--- src/common/tsx_pkg.sv ---
package tsx_pkg;
  localparam int unsigned CLK_HZ = 25_000_000;
  localparam int unsigned CODE_BITS = 5;
  // impulse lengths in milliseconds
  localparam int unsigned UNIT_MS = 22;
  localparam int unsigned STOP_MS = 31;
  localparam int unsigned UNIT_CYC = UNIT_MS * (CLK_HZ / 1000);
  localparam int unsigned STOP_CYC = STOP_MS * (CLK_HZ / 1000);
  localparam int unsigned CNT_W = 20;
  localparam logic [3:0] LINE_MARK = 4'h1;
  typedef enum logic [2:0] {
    TSX_IDLE  = 3'b000,
    TSX_START = 3'b001,
    TSX_CODE  = 3'b011,
    TSX_STOP  = 3'b010,
    TSX_FEED  = 3'b110
  } tsx_state_t;
endpackage

--- src/verilog/tsx_transmitter.sv ---
`timescale 1ns/100ps
module tsx_transmitter #(
  parameter int unsigned UNIT_CYCLES = tsx_pkg::UNIT_CYC,
  parameter int unsigned STOP_CYCLES = tsx_pkg::STOP_CYC
) (
  input wire logic ref_clk_i,                           // 25 MHz clock
  input wire logic reset_n_i,                           // async reset, active low
  input wire logic run_i,                               // run control from switch chain
  input wire logic tape_present_i,                      // tape under the sensing pins
  input wire logic [tsx_pkg::CODE_BITS-1:0] holes_i,    // sensed holes, 1 = punched
  output logic line_mark_o,                             // 1 = contacts closed, current
  output logic sense_o,                                 // sensing pins raised
  output logic claw_engaged_o,                          // feed claw in the feed holes
  output logic feed_step_o,                             // one-cycle tape advance pulse
  output logic busy_o                                   // character cycle in progress
);
  tsx_pkg::tsx_state_t state_reg;
  logic [tsx_pkg::CNT_W-1:0] cnt_reg;
  logic [2:0] bit_reg;
  logic [tsx_pkg::CODE_BITS-1:0] code_reg;
  logic run_ok;
  logic cnt_done;
  logic [tsx_pkg::CNT_W-1:0] unit_last;
  logic [tsx_pkg::CNT_W-1:0] stop_last;

  assign unit_last = tsx_pkg::CNT_W'(UNIT_CYCLES - 1);
  assign stop_last = tsx_pkg::CNT_W'(STOP_CYCLES - 1);
  // tape out behaves as run dropped
  assign run_ok = run_i && tape_present_i;
  assign cnt_done = (state_reg == tsx_pkg::TSX_STOP) ? (cnt_reg == stop_last)
                                                      : (cnt_reg == unit_last);

  always_ff @(posedge ref_clk_i or negedge reset_n_i) begin
    if (!reset_n_i) begin
      state_reg <= tsx_pkg::TSX_IDLE;
    end else begin
      case (state_reg)
        tsx_pkg::TSX_IDLE: begin
          if (run_ok) begin
            state_reg <= tsx_pkg::TSX_START;
          end
        end
        tsx_pkg::TSX_START: begin
          if (cnt_done) begin
            state_reg <= tsx_pkg::TSX_CODE;
          end
        end
        tsx_pkg::TSX_CODE: begin
          if (cnt_done && bit_reg == 3'(tsx_pkg::CODE_BITS - 1)) begin
            state_reg <= tsx_pkg::TSX_STOP;
          end
        end
        tsx_pkg::TSX_STOP: begin
          if (cnt_done) begin
            state_reg <= tsx_pkg::TSX_FEED;
          end
        end
        tsx_pkg::TSX_FEED: begin
          state_reg <= tsx_pkg::TSX_IDLE;
        end
        default: begin
          state_reg <= tsx_pkg::TSX_IDLE;
        end
      endcase
    end
  end

  // impulse timer, restarts at each impulse boundary
  always_ff @(posedge ref_clk_i or negedge reset_n_i) begin
    if (!reset_n_i) begin
      cnt_reg <= '0;
    end else if (state_reg == tsx_pkg::TSX_IDLE || state_reg == tsx_pkg::TSX_FEED
                 || cnt_done) begin
      cnt_reg <= '0;
    end else begin
      cnt_reg <= cnt_reg + tsx_pkg::CNT_W'(1);
    end
  end

  always_ff @(posedge ref_clk_i or negedge reset_n_i) begin
    if (!reset_n_i) begin
      bit_reg <= '0;
    end else if (state_reg != tsx_pkg::TSX_CODE) begin
      bit_reg <= '0;
    end else if (cnt_done) begin
      bit_reg <= bit_reg + 3'(1);
    end
  end

  // latched once so a moving tape cannot corrupt a character
  always_ff @(posedge ref_clk_i or negedge reset_n_i) begin
    if (!reset_n_i) begin
      code_reg <= '0;
    end else if (state_reg == tsx_pkg::TSX_IDLE && run_ok) begin
      code_reg <= holes_i;
    end
  end

  always_ff @(posedge ref_clk_i or negedge reset_n_i) begin
    if (!reset_n_i) begin
      line_mark_o <= 1'b1;
    end else begin
      case (state_reg)
        tsx_pkg::TSX_IDLE: line_mark_o <= !run_ok;
        tsx_pkg::TSX_START: begin
          if (cnt_done) begin
            line_mark_o <= code_reg[0];
          end
        end
        tsx_pkg::TSX_CODE: begin
          if (cnt_done) begin
            if (bit_reg == 3'(tsx_pkg::CODE_BITS - 1)) begin
              line_mark_o <= 1'b1;
            end else begin
              line_mark_o <= code_reg[bit_reg + 3'(1)];
            end
          end
        end
        default: line_mark_o <= 1'b1;
      endcase
    end
  end

  // claw drops at cycle start, rises during the last code impulse
  always_ff @(posedge ref_clk_i or negedge reset_n_i) begin
    if (!reset_n_i) begin
      claw_engaged_o <= 1'b1;
    end else if (state_reg == tsx_pkg::TSX_IDLE && run_ok) begin
      claw_engaged_o <= 1'b0;
    end else if (state_reg == tsx_pkg::TSX_CODE && bit_reg == 3'(tsx_pkg::CODE_BITS - 1)) begin
      claw_engaged_o <= 1'b1;
    end
  end

  always_ff @(posedge ref_clk_i or negedge reset_n_i) begin
    if (!reset_n_i) begin
      feed_step_o <= 1'b0;
    end else begin
      feed_step_o <= (state_reg == tsx_pkg::TSX_STOP) && cnt_done;
    end
  end

  always_ff @(posedge ref_clk_i or negedge reset_n_i) begin
    if (!reset_n_i) begin
      sense_o <= 1'b0;
    end else begin
      sense_o <= (state_reg == tsx_pkg::TSX_IDLE) && run_ok;
    end
  end

  assign busy_o = (state_reg != tsx_pkg::TSX_IDLE);

  // helper: cycles spent in the current impulse, cleared at each impulse boundary
  logic [tsx_pkg::CNT_W-1:0] hold_cnt;
  always_ff @(posedge ref_clk_i or negedge reset_n_i) begin
    if (!reset_n_i) begin
      hold_cnt <= '0;
    end else if (state_reg == tsx_pkg::TSX_IDLE) begin
      hold_cnt <= '0;
    end else begin
      hold_cnt <= cnt_done ? '0 : hold_cnt + tsx_pkg::CNT_W'(1);
    end
  end

  idle_mark_a: assert property (@(posedge ref_clk_i) disable iff (!reset_n_i)
    state_reg == tsx_pkg::TSX_IDLE && $past(state_reg) == tsx_pkg::TSX_IDLE
    && !$past(run_ok) |-> line_mark_o)
    else $error("line not marking while idle");

  start_space_a: assert property (@(posedge ref_clk_i) disable iff (!reset_n_i)
    state_reg == tsx_pkg::TSX_IDLE && run_ok |=> !line_mark_o && state_reg == tsx_pkg::TSX_START)
    else $error("start impulse not spacing");

  code_level_a: assert property (@(posedge ref_clk_i) disable iff (!reset_n_i)
    state_reg == tsx_pkg::TSX_CODE |-> line_mark_o == code_reg[bit_reg])
    else $error("code impulse level wrong");

  stop_mark_a: assert property (@(posedge ref_clk_i) disable iff (!reset_n_i)
    state_reg == tsx_pkg::TSX_STOP |-> line_mark_o)
    else $error("stop impulse not marking");

  unit_len_a: assert property (@(posedge ref_clk_i) disable iff (!reset_n_i)
    state_reg != tsx_pkg::TSX_STOP && state_reg != tsx_pkg::TSX_IDLE
    |-> hold_cnt <= unit_last)
    else $error("unit impulse too long");

  stop_len_a: assert property (@(posedge ref_clk_i) disable iff (!reset_n_i)
    state_reg == tsx_pkg::TSX_STOP && $past(state_reg) == tsx_pkg::TSX_CODE
    |-> cnt_reg == '0)
    else $error("stop impulse timer not restarted");

  bit_order_a: assert property (@(posedge ref_clk_i) disable iff (!reset_n_i)
    state_reg == tsx_pkg::TSX_CODE && cnt_done && bit_reg < 3'(tsx_pkg::CODE_BITS - 1)
    |=> bit_reg == $past(bit_reg) + 3'(1))
    else $error("code positions out of order");

  feed_after_a: assert property (@(posedge ref_clk_i) disable iff (!reset_n_i)
    feed_step_o |-> state_reg == tsx_pkg::TSX_FEED && $past(state_reg) == tsx_pkg::TSX_STOP)
    else $error("tape fed outside feed slot");

  claw_drop_a: assert property (@(posedge ref_clk_i) disable iff (!reset_n_i)
    state_reg == tsx_pkg::TSX_START |-> !claw_engaged_o)
    else $error("claw engaged at group start");

  claw_up_a: assert property (@(posedge ref_clk_i) disable iff (!reset_n_i)
    state_reg == tsx_pkg::TSX_STOP |-> claw_engaged_o)
    else $error("claw not re-engaged before stop");

  code_hold_a: assert property (@(posedge ref_clk_i) disable iff (!reset_n_i)
    state_reg != tsx_pkg::TSX_IDLE |=> $stable(code_reg))
    else $error("code bits changed mid character");

  no_start_a: assert property (@(posedge ref_clk_i) disable iff (!reset_n_i)
    state_reg == tsx_pkg::TSX_IDLE && !run_ok |=> state_reg == tsx_pkg::TSX_IDLE)
    else $error("cycle began without run");

  // a begun character must run out even if run drops mid way
  run_finish_a: assert property (@(posedge ref_clk_i) disable iff (!reset_n_i)
    state_reg != tsx_pkg::TSX_IDLE && state_reg != tsx_pkg::TSX_FEED && !run_ok
    |=> state_reg != tsx_pkg::TSX_IDLE)
    else $error("character cut short");

  busy_take_a: assert property (@(posedge ref_clk_i) disable iff (!reset_n_i)
    state_reg == tsx_pkg::TSX_IDLE && run_ok |=> busy_o)
    else $error("busy not raised at take");

  tape_halt_a: assert property (@(posedge ref_clk_i) disable iff (!reset_n_i)
    state_reg == tsx_pkg::TSX_IDLE && !tape_present_i |=> state_reg == tsx_pkg::TSX_IDLE)
    else $error("cycle began with tape out");

  first_bit_a: assert property (@(posedge ref_clk_i) disable iff (!reset_n_i)
    state_reg == tsx_pkg::TSX_START && cnt_done
    |=> state_reg == tsx_pkg::TSX_CODE && bit_reg == '0 && line_mark_o == code_reg[0])
    else $error("first code impulse wrong");

  code_count_a: assert property (@(posedge ref_clk_i) disable iff (!reset_n_i)
    state_reg == tsx_pkg::TSX_CODE |-> bit_reg <= 3'(tsx_pkg::CODE_BITS - 1))
    else $error("more than five code impulses");

  // level may only move at an impulse boundary
  unit_hold_a: assert property (@(posedge ref_clk_i) disable iff (!reset_n_i)
    (state_reg == tsx_pkg::TSX_START || state_reg == tsx_pkg::TSX_CODE) && !cnt_done
    |=> $stable(line_mark_o))
    else $error("line moved inside an impulse");

  stop_hold_a: assert property (@(posedge ref_clk_i) disable iff (!reset_n_i)
    state_reg == tsx_pkg::TSX_STOP && !cnt_done |=> state_reg == tsx_pkg::TSX_STOP)
    else $error("stop impulse ended early");

  feed_mark_a: assert property (@(posedge ref_clk_i) disable iff (!reset_n_i)
    state_reg == tsx_pkg::TSX_FEED |-> line_mark_o)
    else $error("line not marking during feed");

  sense_slot_a: assert property (@(posedge ref_clk_i) disable iff (!reset_n_i)
    sense_o |-> state_reg == tsx_pkg::TSX_START && cnt_reg == '0)
    else $error("sense pulse outside cycle start");

  sense_claw_a: assert property (@(posedge ref_clk_i) disable iff (!reset_n_i)
    sense_o |-> !claw_engaged_o)
    else $error("claw engaged while sensing");

  feed_pulse_a: assert property (@(posedge ref_clk_i) disable iff (!reset_n_i)
    feed_step_o |=> !feed_step_o)
    else $error("feed step longer than one cycle");

  // feeding with the claw down would slip the tape
  feed_claw_a: assert property (@(posedge ref_clk_i) disable iff (!reset_n_i)
    feed_step_o |-> claw_engaged_o)
    else $error("tape fed with claw disengaged");

  feed_idle_a: assert property (@(posedge ref_clk_i) disable iff (!reset_n_i)
    feed_step_o |=> state_reg == tsx_pkg::TSX_IDLE && !busy_o)
    else $error("not ready after feed step");

  char_cv: cover property (@(posedge ref_clk_i) disable iff (!reset_n_i)
    feed_step_o);

  full_cv: cover property (@(posedge ref_clk_i) disable iff (!reset_n_i)
    feed_step_o && code_reg == 5'h1f);

  drop_cv: cover property (@(posedge ref_clk_i) disable iff (!reset_n_i)
    state_reg == tsx_pkg::TSX_FEED && !run_i);

  back_cv: cover property (@(posedge ref_clk_i) disable iff (!reset_n_i)
    state_reg == tsx_pkg::TSX_FEED ##2 state_reg == tsx_pkg::TSX_START);
  halt_cv: cover property (@(posedge ref_clk_i) disable iff (!reset_n_i)
    state_reg == tsx_pkg::TSX_CODE && !run_i);
endmodule // tsx_transmitter

--- config.mk ---
export PLATFORM = sky130hd
export DESIGN_NAME = tsx_transmitter
export DESIGN_NICKNAME = d
export VERILOG_FILES = /design/src/common/tsx_pkg.sv /design/src/verilog/tsx_transmitter.sv
export SDC_FILE = /design/constraint.sdc
export NUM_CORES = 1
export LEC_CHECK = 0
export ABC_AREA = 1
export BUFFER_PORTS_ARGS = -buffer_cell sky130_fd_sc_hd__buf_4
export CORE_ASPECT_RATIO = 1.2
export CORE_UTILIZATION = 35
export CTS_CLUSTER_DIAMETER = 150
export DETAILED_ROUTE_END_ITERATION = 8
export PLACE_DENSITY_LB_ADDON = 0.08
export SYNTH_ARGS = -nofsm -noshare
export SYNTH_HDL_FRONTEND = slang
export SYNTH_SLANG_ARGS = --single-unit
--- constraint.sdc ---
create_clock -name ref_clk_i -period 2.55 [get_ports ref_clk_i]
set_input_delay 0.51 -clock ref_clk_i [delete_from_list [all_inputs] [get_ports ref_clk_i]]
set_output_delay 0.51 -clock ref_clk_i [all_outputs]
set_load 0.05 [all_outputs]
; ---- Word level (Yosys, flattened, before mapping)
; Cells that the tools add are included.
[classes]
add_sub_neg = 2
magnitude_cmp = 1
eq_ne = 13
muxes = 17
n_reduce_logical = 14
[ops]
columns = operator, count
row1 = "== test 20 bit, second input constant", 2
row2 = "adder 20 x 1 -> 20 bit, second input constant", 1
row3 = two-way mux 20 bit, 1
row4 = two-way mux 3 bit, 6
row5 = case mux 3 bit (4 select lines), 1
row6 = "!= test 2 bit, second input constant", 5
row7 = two-way mux 1 bit, 7
row8 = "== test 3 x 2 -> 1 bit, second input constant", 2
row9 = "== test 3 bit, second input constant", 2
row10 = logical AND 1 bit, 5
row11 = "less-than comparator 3 x 4 -> 1 bit, second input constant", 1
row12 = AND reduction 4 bit, 1
row13 = nonzero test 2 bit, 2
row14 = "adder 3 x 1 -> 3 bit, second input constant", 1
row15 = binary-select mux 1 bit (select 3 bit), 1
row16 = "== test 3 x 1 -> 1 bit, second input constant", 1
row17 = logical NOT 3 bit, 1
row18 = "!= test 3 x 2 -> 1 bit, second input constant", 1
row19 = case mux 1 bit (3 select lines), 1
row20 = nonzero test 3 bit, 1
row21 = logical OR 1 bit, 2
row22 = AND reduction 2 bit, 1
row23 = logical NOT 1 bit, 1
[totals]
ff_bits = 35
input_bits = 9
out_inout_bits = 5

; ---- Depth between registers and ports, before layout
[depth]
depth_word = 6
mapped_depth = 12

; ---- Worst setup path after synthesis
; Ideal clock, no wire load.
[synth_timing]
path_kind = reg-to-reg
startpoint = register state_reg[1]
endpoint = register code_reg[2] (netlist bit)
setup_time_ps = 116
arrival_ps = 1463
t_required_ps = 2434
slack_ps = 971
path_stages_with_launch = 10
n_path_buf = 1
cell_sequence = dfrtp_1 -> buf_4 -> nor2_1 -> inv_1 -> nor2_1 -> inv_1 -> nor2_4 -> inv_1 -> nand2_1 -> nand2_1
[synth_via]
elab_chain_cells = 2
[synth_lines]
columns = item, line
row1 = "start, declared", tsx_transmitter.sv:17  ; tsx_pkg::tsx_state_t state_reg;
row2 = "start signal, assigned", tsx_transmitter.sv:35  ; state_reg <= tsx_pkg::TSX_IDLE;
row3 = "start signal, assigned", tsx_transmitter.sv:40  ; state_reg <= tsx_pkg::TSX_START;
row4 = "start signal, assigned", tsx_transmitter.sv:45  ; state_reg <= tsx_pkg::TSX_CODE;
row5 = logical NOT 3 bit, tsx_transmitter.sv:94  ; end else if (state_reg == tsx_pkg::TSX_IDLE && run_ok) begin
row6 = logical AND 1 bit, tsx_transmitter.sv:94
row7 = "end signal, assigned", tsx_transmitter.sv:95  ; code_reg <= holes_i;
row8 = "end, declared", tsx_transmitter.sv:20  ; logic [tsx_pkg::CODE_BITS-1:0] code_reg;
; Every way passes these cells.
; A chain may end at the register's enable or synchronous reset.

; ---- Worst setup path after layout
[layout_timing]
startpoint = register state_reg[1]
endpoint = output busy_o
[layout_via]
elab_chain_cells = 1
[layout_lines]
columns = item, line
row1 = nonzero test 3 bit, tsx_transmitter.sv:151  ; assign busy_o = (state_reg != tsx_pkg::TSX_IDLE);
row2 = "end, declared", tsx_transmitter.sv:15  ; output logic busy_o
; Every way passes these cells.

==> out/results.ini <==
[route]
first_pass_iters=4
route.detailed.drc=0
vias=1853
ant_nets=0
drt-vias-per-instance=4.83
drt_iter0_drc=63
wl_per_cell_um=13.3
wl_um=5110

[placed_design]
place.gp.congestion=0.828
io_buffers=13
dp_hpwl_um=3750
dpl-instance-area_um2=2300

[layout]
drive_gt1_frac=0.148
largest_reg_flops=20
diodes=0
nNetsFinal=315
syn_to_final_growth_pct=11.6
finalInstanceArea_um2=2400
nFillCells=627

[timing]
maxSlewViolCount=0
min_period_ns=2.02
tightestPinTransition_ns=0.471
fin_worst_skew_ns=0.00793
finalSetupViolations=0
clock.fmax_mhz=496
rsz0062_at_grt=false
slew_headroom=0.686
hold_viol_final=0
finalCritPeriodShare=0.791
fin_setup_tns_ns=0

[setup_path]
critPathKind=flip-flop to primary output
end_kind=primary output
rr_worst_depth=8
start_kind=flip-flop
ff2ff_setup_slack_ns=0.66
required_ns=2.04
reg2reg_to=cnt_reg[3]
arrival_ns=1.51
crit_fanout=8
crit_path_start=state_reg[1]
r2r_start=state_reg[2]

[synthesis]
syn_inst=290
syn-num-nets=302
ys_types=34
synth.area.top_cells=dfrtp_1, nand2_1, nor2_1, inv_1, nand3_1
yosys_warnings=0
syn_area_per_cell_um2=7.43
yosysSeqAreaShare=0.408
yosys.area.top_type=dfrtp_1
netlist_area_um2=2150
netlist.area_leader.share=0.383
ys_seq_elements=35

[clocking]
insertion_delay_ns=0.29
ctsResizeCount=0
clkTransAtPathRegs_ns=0.08
clockBufferDepth=2
cts-root-buf=clkbuf_8
cts_max_level=2
hold_buffers=0
cts_tree=done
cts_num_sinks=35
numCtsBuffers=5
postCtsSetupBuffers=0

[pwr]
p_leak_nw=1.11
ir_drop_mv=0.297
powerDensity_nw_per_um2=924

[die]
num_rows=30
die_area_um2=6470
die_w_um=73.6
start_util=0.373
io_pins=14
coreArea_um2=5780
die_y_um=87.9

[min_path]
min_path_type=input port to async pin

[grt]
grt_pass1_wl_um=8900
grt-ovfl-total=0
antenna_found_initial=0
grtUsageTotal=0.184
grt_pass1_vias=1844
grt_max_degree=36

[job]
max_cap_violations=0

[status]
run_status=finished, final reports clean

==> layout by cell type (no fill, tap or decap), drive strengths merged, types with 7 or more instances in the layout <==
master  instances
nor3            7
buf            13
a21oi          12
nand2          80
dfrtp          33
inv            34
nor2           49
nand3          23
o21ai          16
nand4           9
clkbuf          7
==> metal layers <==
metal	vias up	GRT usage	part of all wire
met3	7	0.0311	0.021
li1	956	-	-
met5	-	0	0
met1	868	0.220	0.45
met4	0	0.0629	0.015
met2	22	0.329	0.51
==> worst max-delay path by stage <==
stage                   to  slack, ns  depth (start not counted)
5_1_grt             busy_o       0.42                          5
6_report            busy_o       0.53                          5
4_1_cts             busy_o       0.51                          5
3_5_place_dp    cnt_reg[3]       0.69                          8
3_3_place_gp    cnt_reg[3]       0.67                          8
2_1_floorplan  code_reg[2]       0.97                          9
==> cells by family after synthesis <==
family / share of synthesized area
simple gates: 0.380
buf+inv: 0.0837
flops: 0.408
compound gates: 0.0784
xor+xnor: 0.0325
fa+ha+maj: 0.0174
==> power breakdown <==
group          switching (mW)  internal, mW  leakage, nW  total [mW]
combinational           0.641         0.295        0.598       0.936
sequential              0.125         0.696        0.461       0.821
clock                   0.217         0.246       0.0505       0.463
==> layout make-up <==
class | instances | area, um2 | area share
inverters | 34 | 128 | 0.0531
multi-input cells | 214 | 1090 | 0.456
repair buffers | 13 | 97.6 | 0.0406
flip-flops and latches | 35 | 878 | 0.366
well taps | 80 | 100 | 0.0417
clock buffers | 7 | 96.3 | 0.0401
clock inverters | 1 | 7.51 | 0.00313
==> cells in the mapped netlist (all sizes together) <==
cell type and n:
inv 34, nor3b 1, xnor2 4, nand3 23
and3 1, o21ai 16, o21a 1, o22ai 1
dfstp 2, a211oi 1, o31ai 1, nand4 9
nor3 7, buf 7, xor2 4, a21oi 12
nand2 80, nor4 1, dfrtp 33, nor2 49
ha 3
==> critical path, cell delays in order (launching register included) <==
cell	delay [ns]
dfrtp_1	0.49
nor2_1	0.22
inv_1	0.08
nor2_1	0.14
inv_1	0.10
buf_4	0.20
==> metrics by stage <==
| stage | hold slack [ns] | worst slack, ns | utilization | std cells | total power, mW |
|---|---|---|---|---|---|
| 2_1_floorplan | 0.214 | 0.971 | - | 290 | 1.58 |
| 3_3_place_gp | 0.445 | 0.667 | 0.398 | 376 | 1.78 |
| 3_5_place_dp | 0.452 | 0.689 | 0.398 | 376 | 1.78 |
| 4_1_cts | 0.178 | 0.509 | 0.416 | 384 | 2.25 |
| 5_1_grt | 0.193 | 0.416 | 0.416 | 384 | 2.42 |
| 6_report | 0.158 | 0.533 | 0.416 | 384 | 2.22 |
No activity file was read; power rests on OpenSTA's default activity.
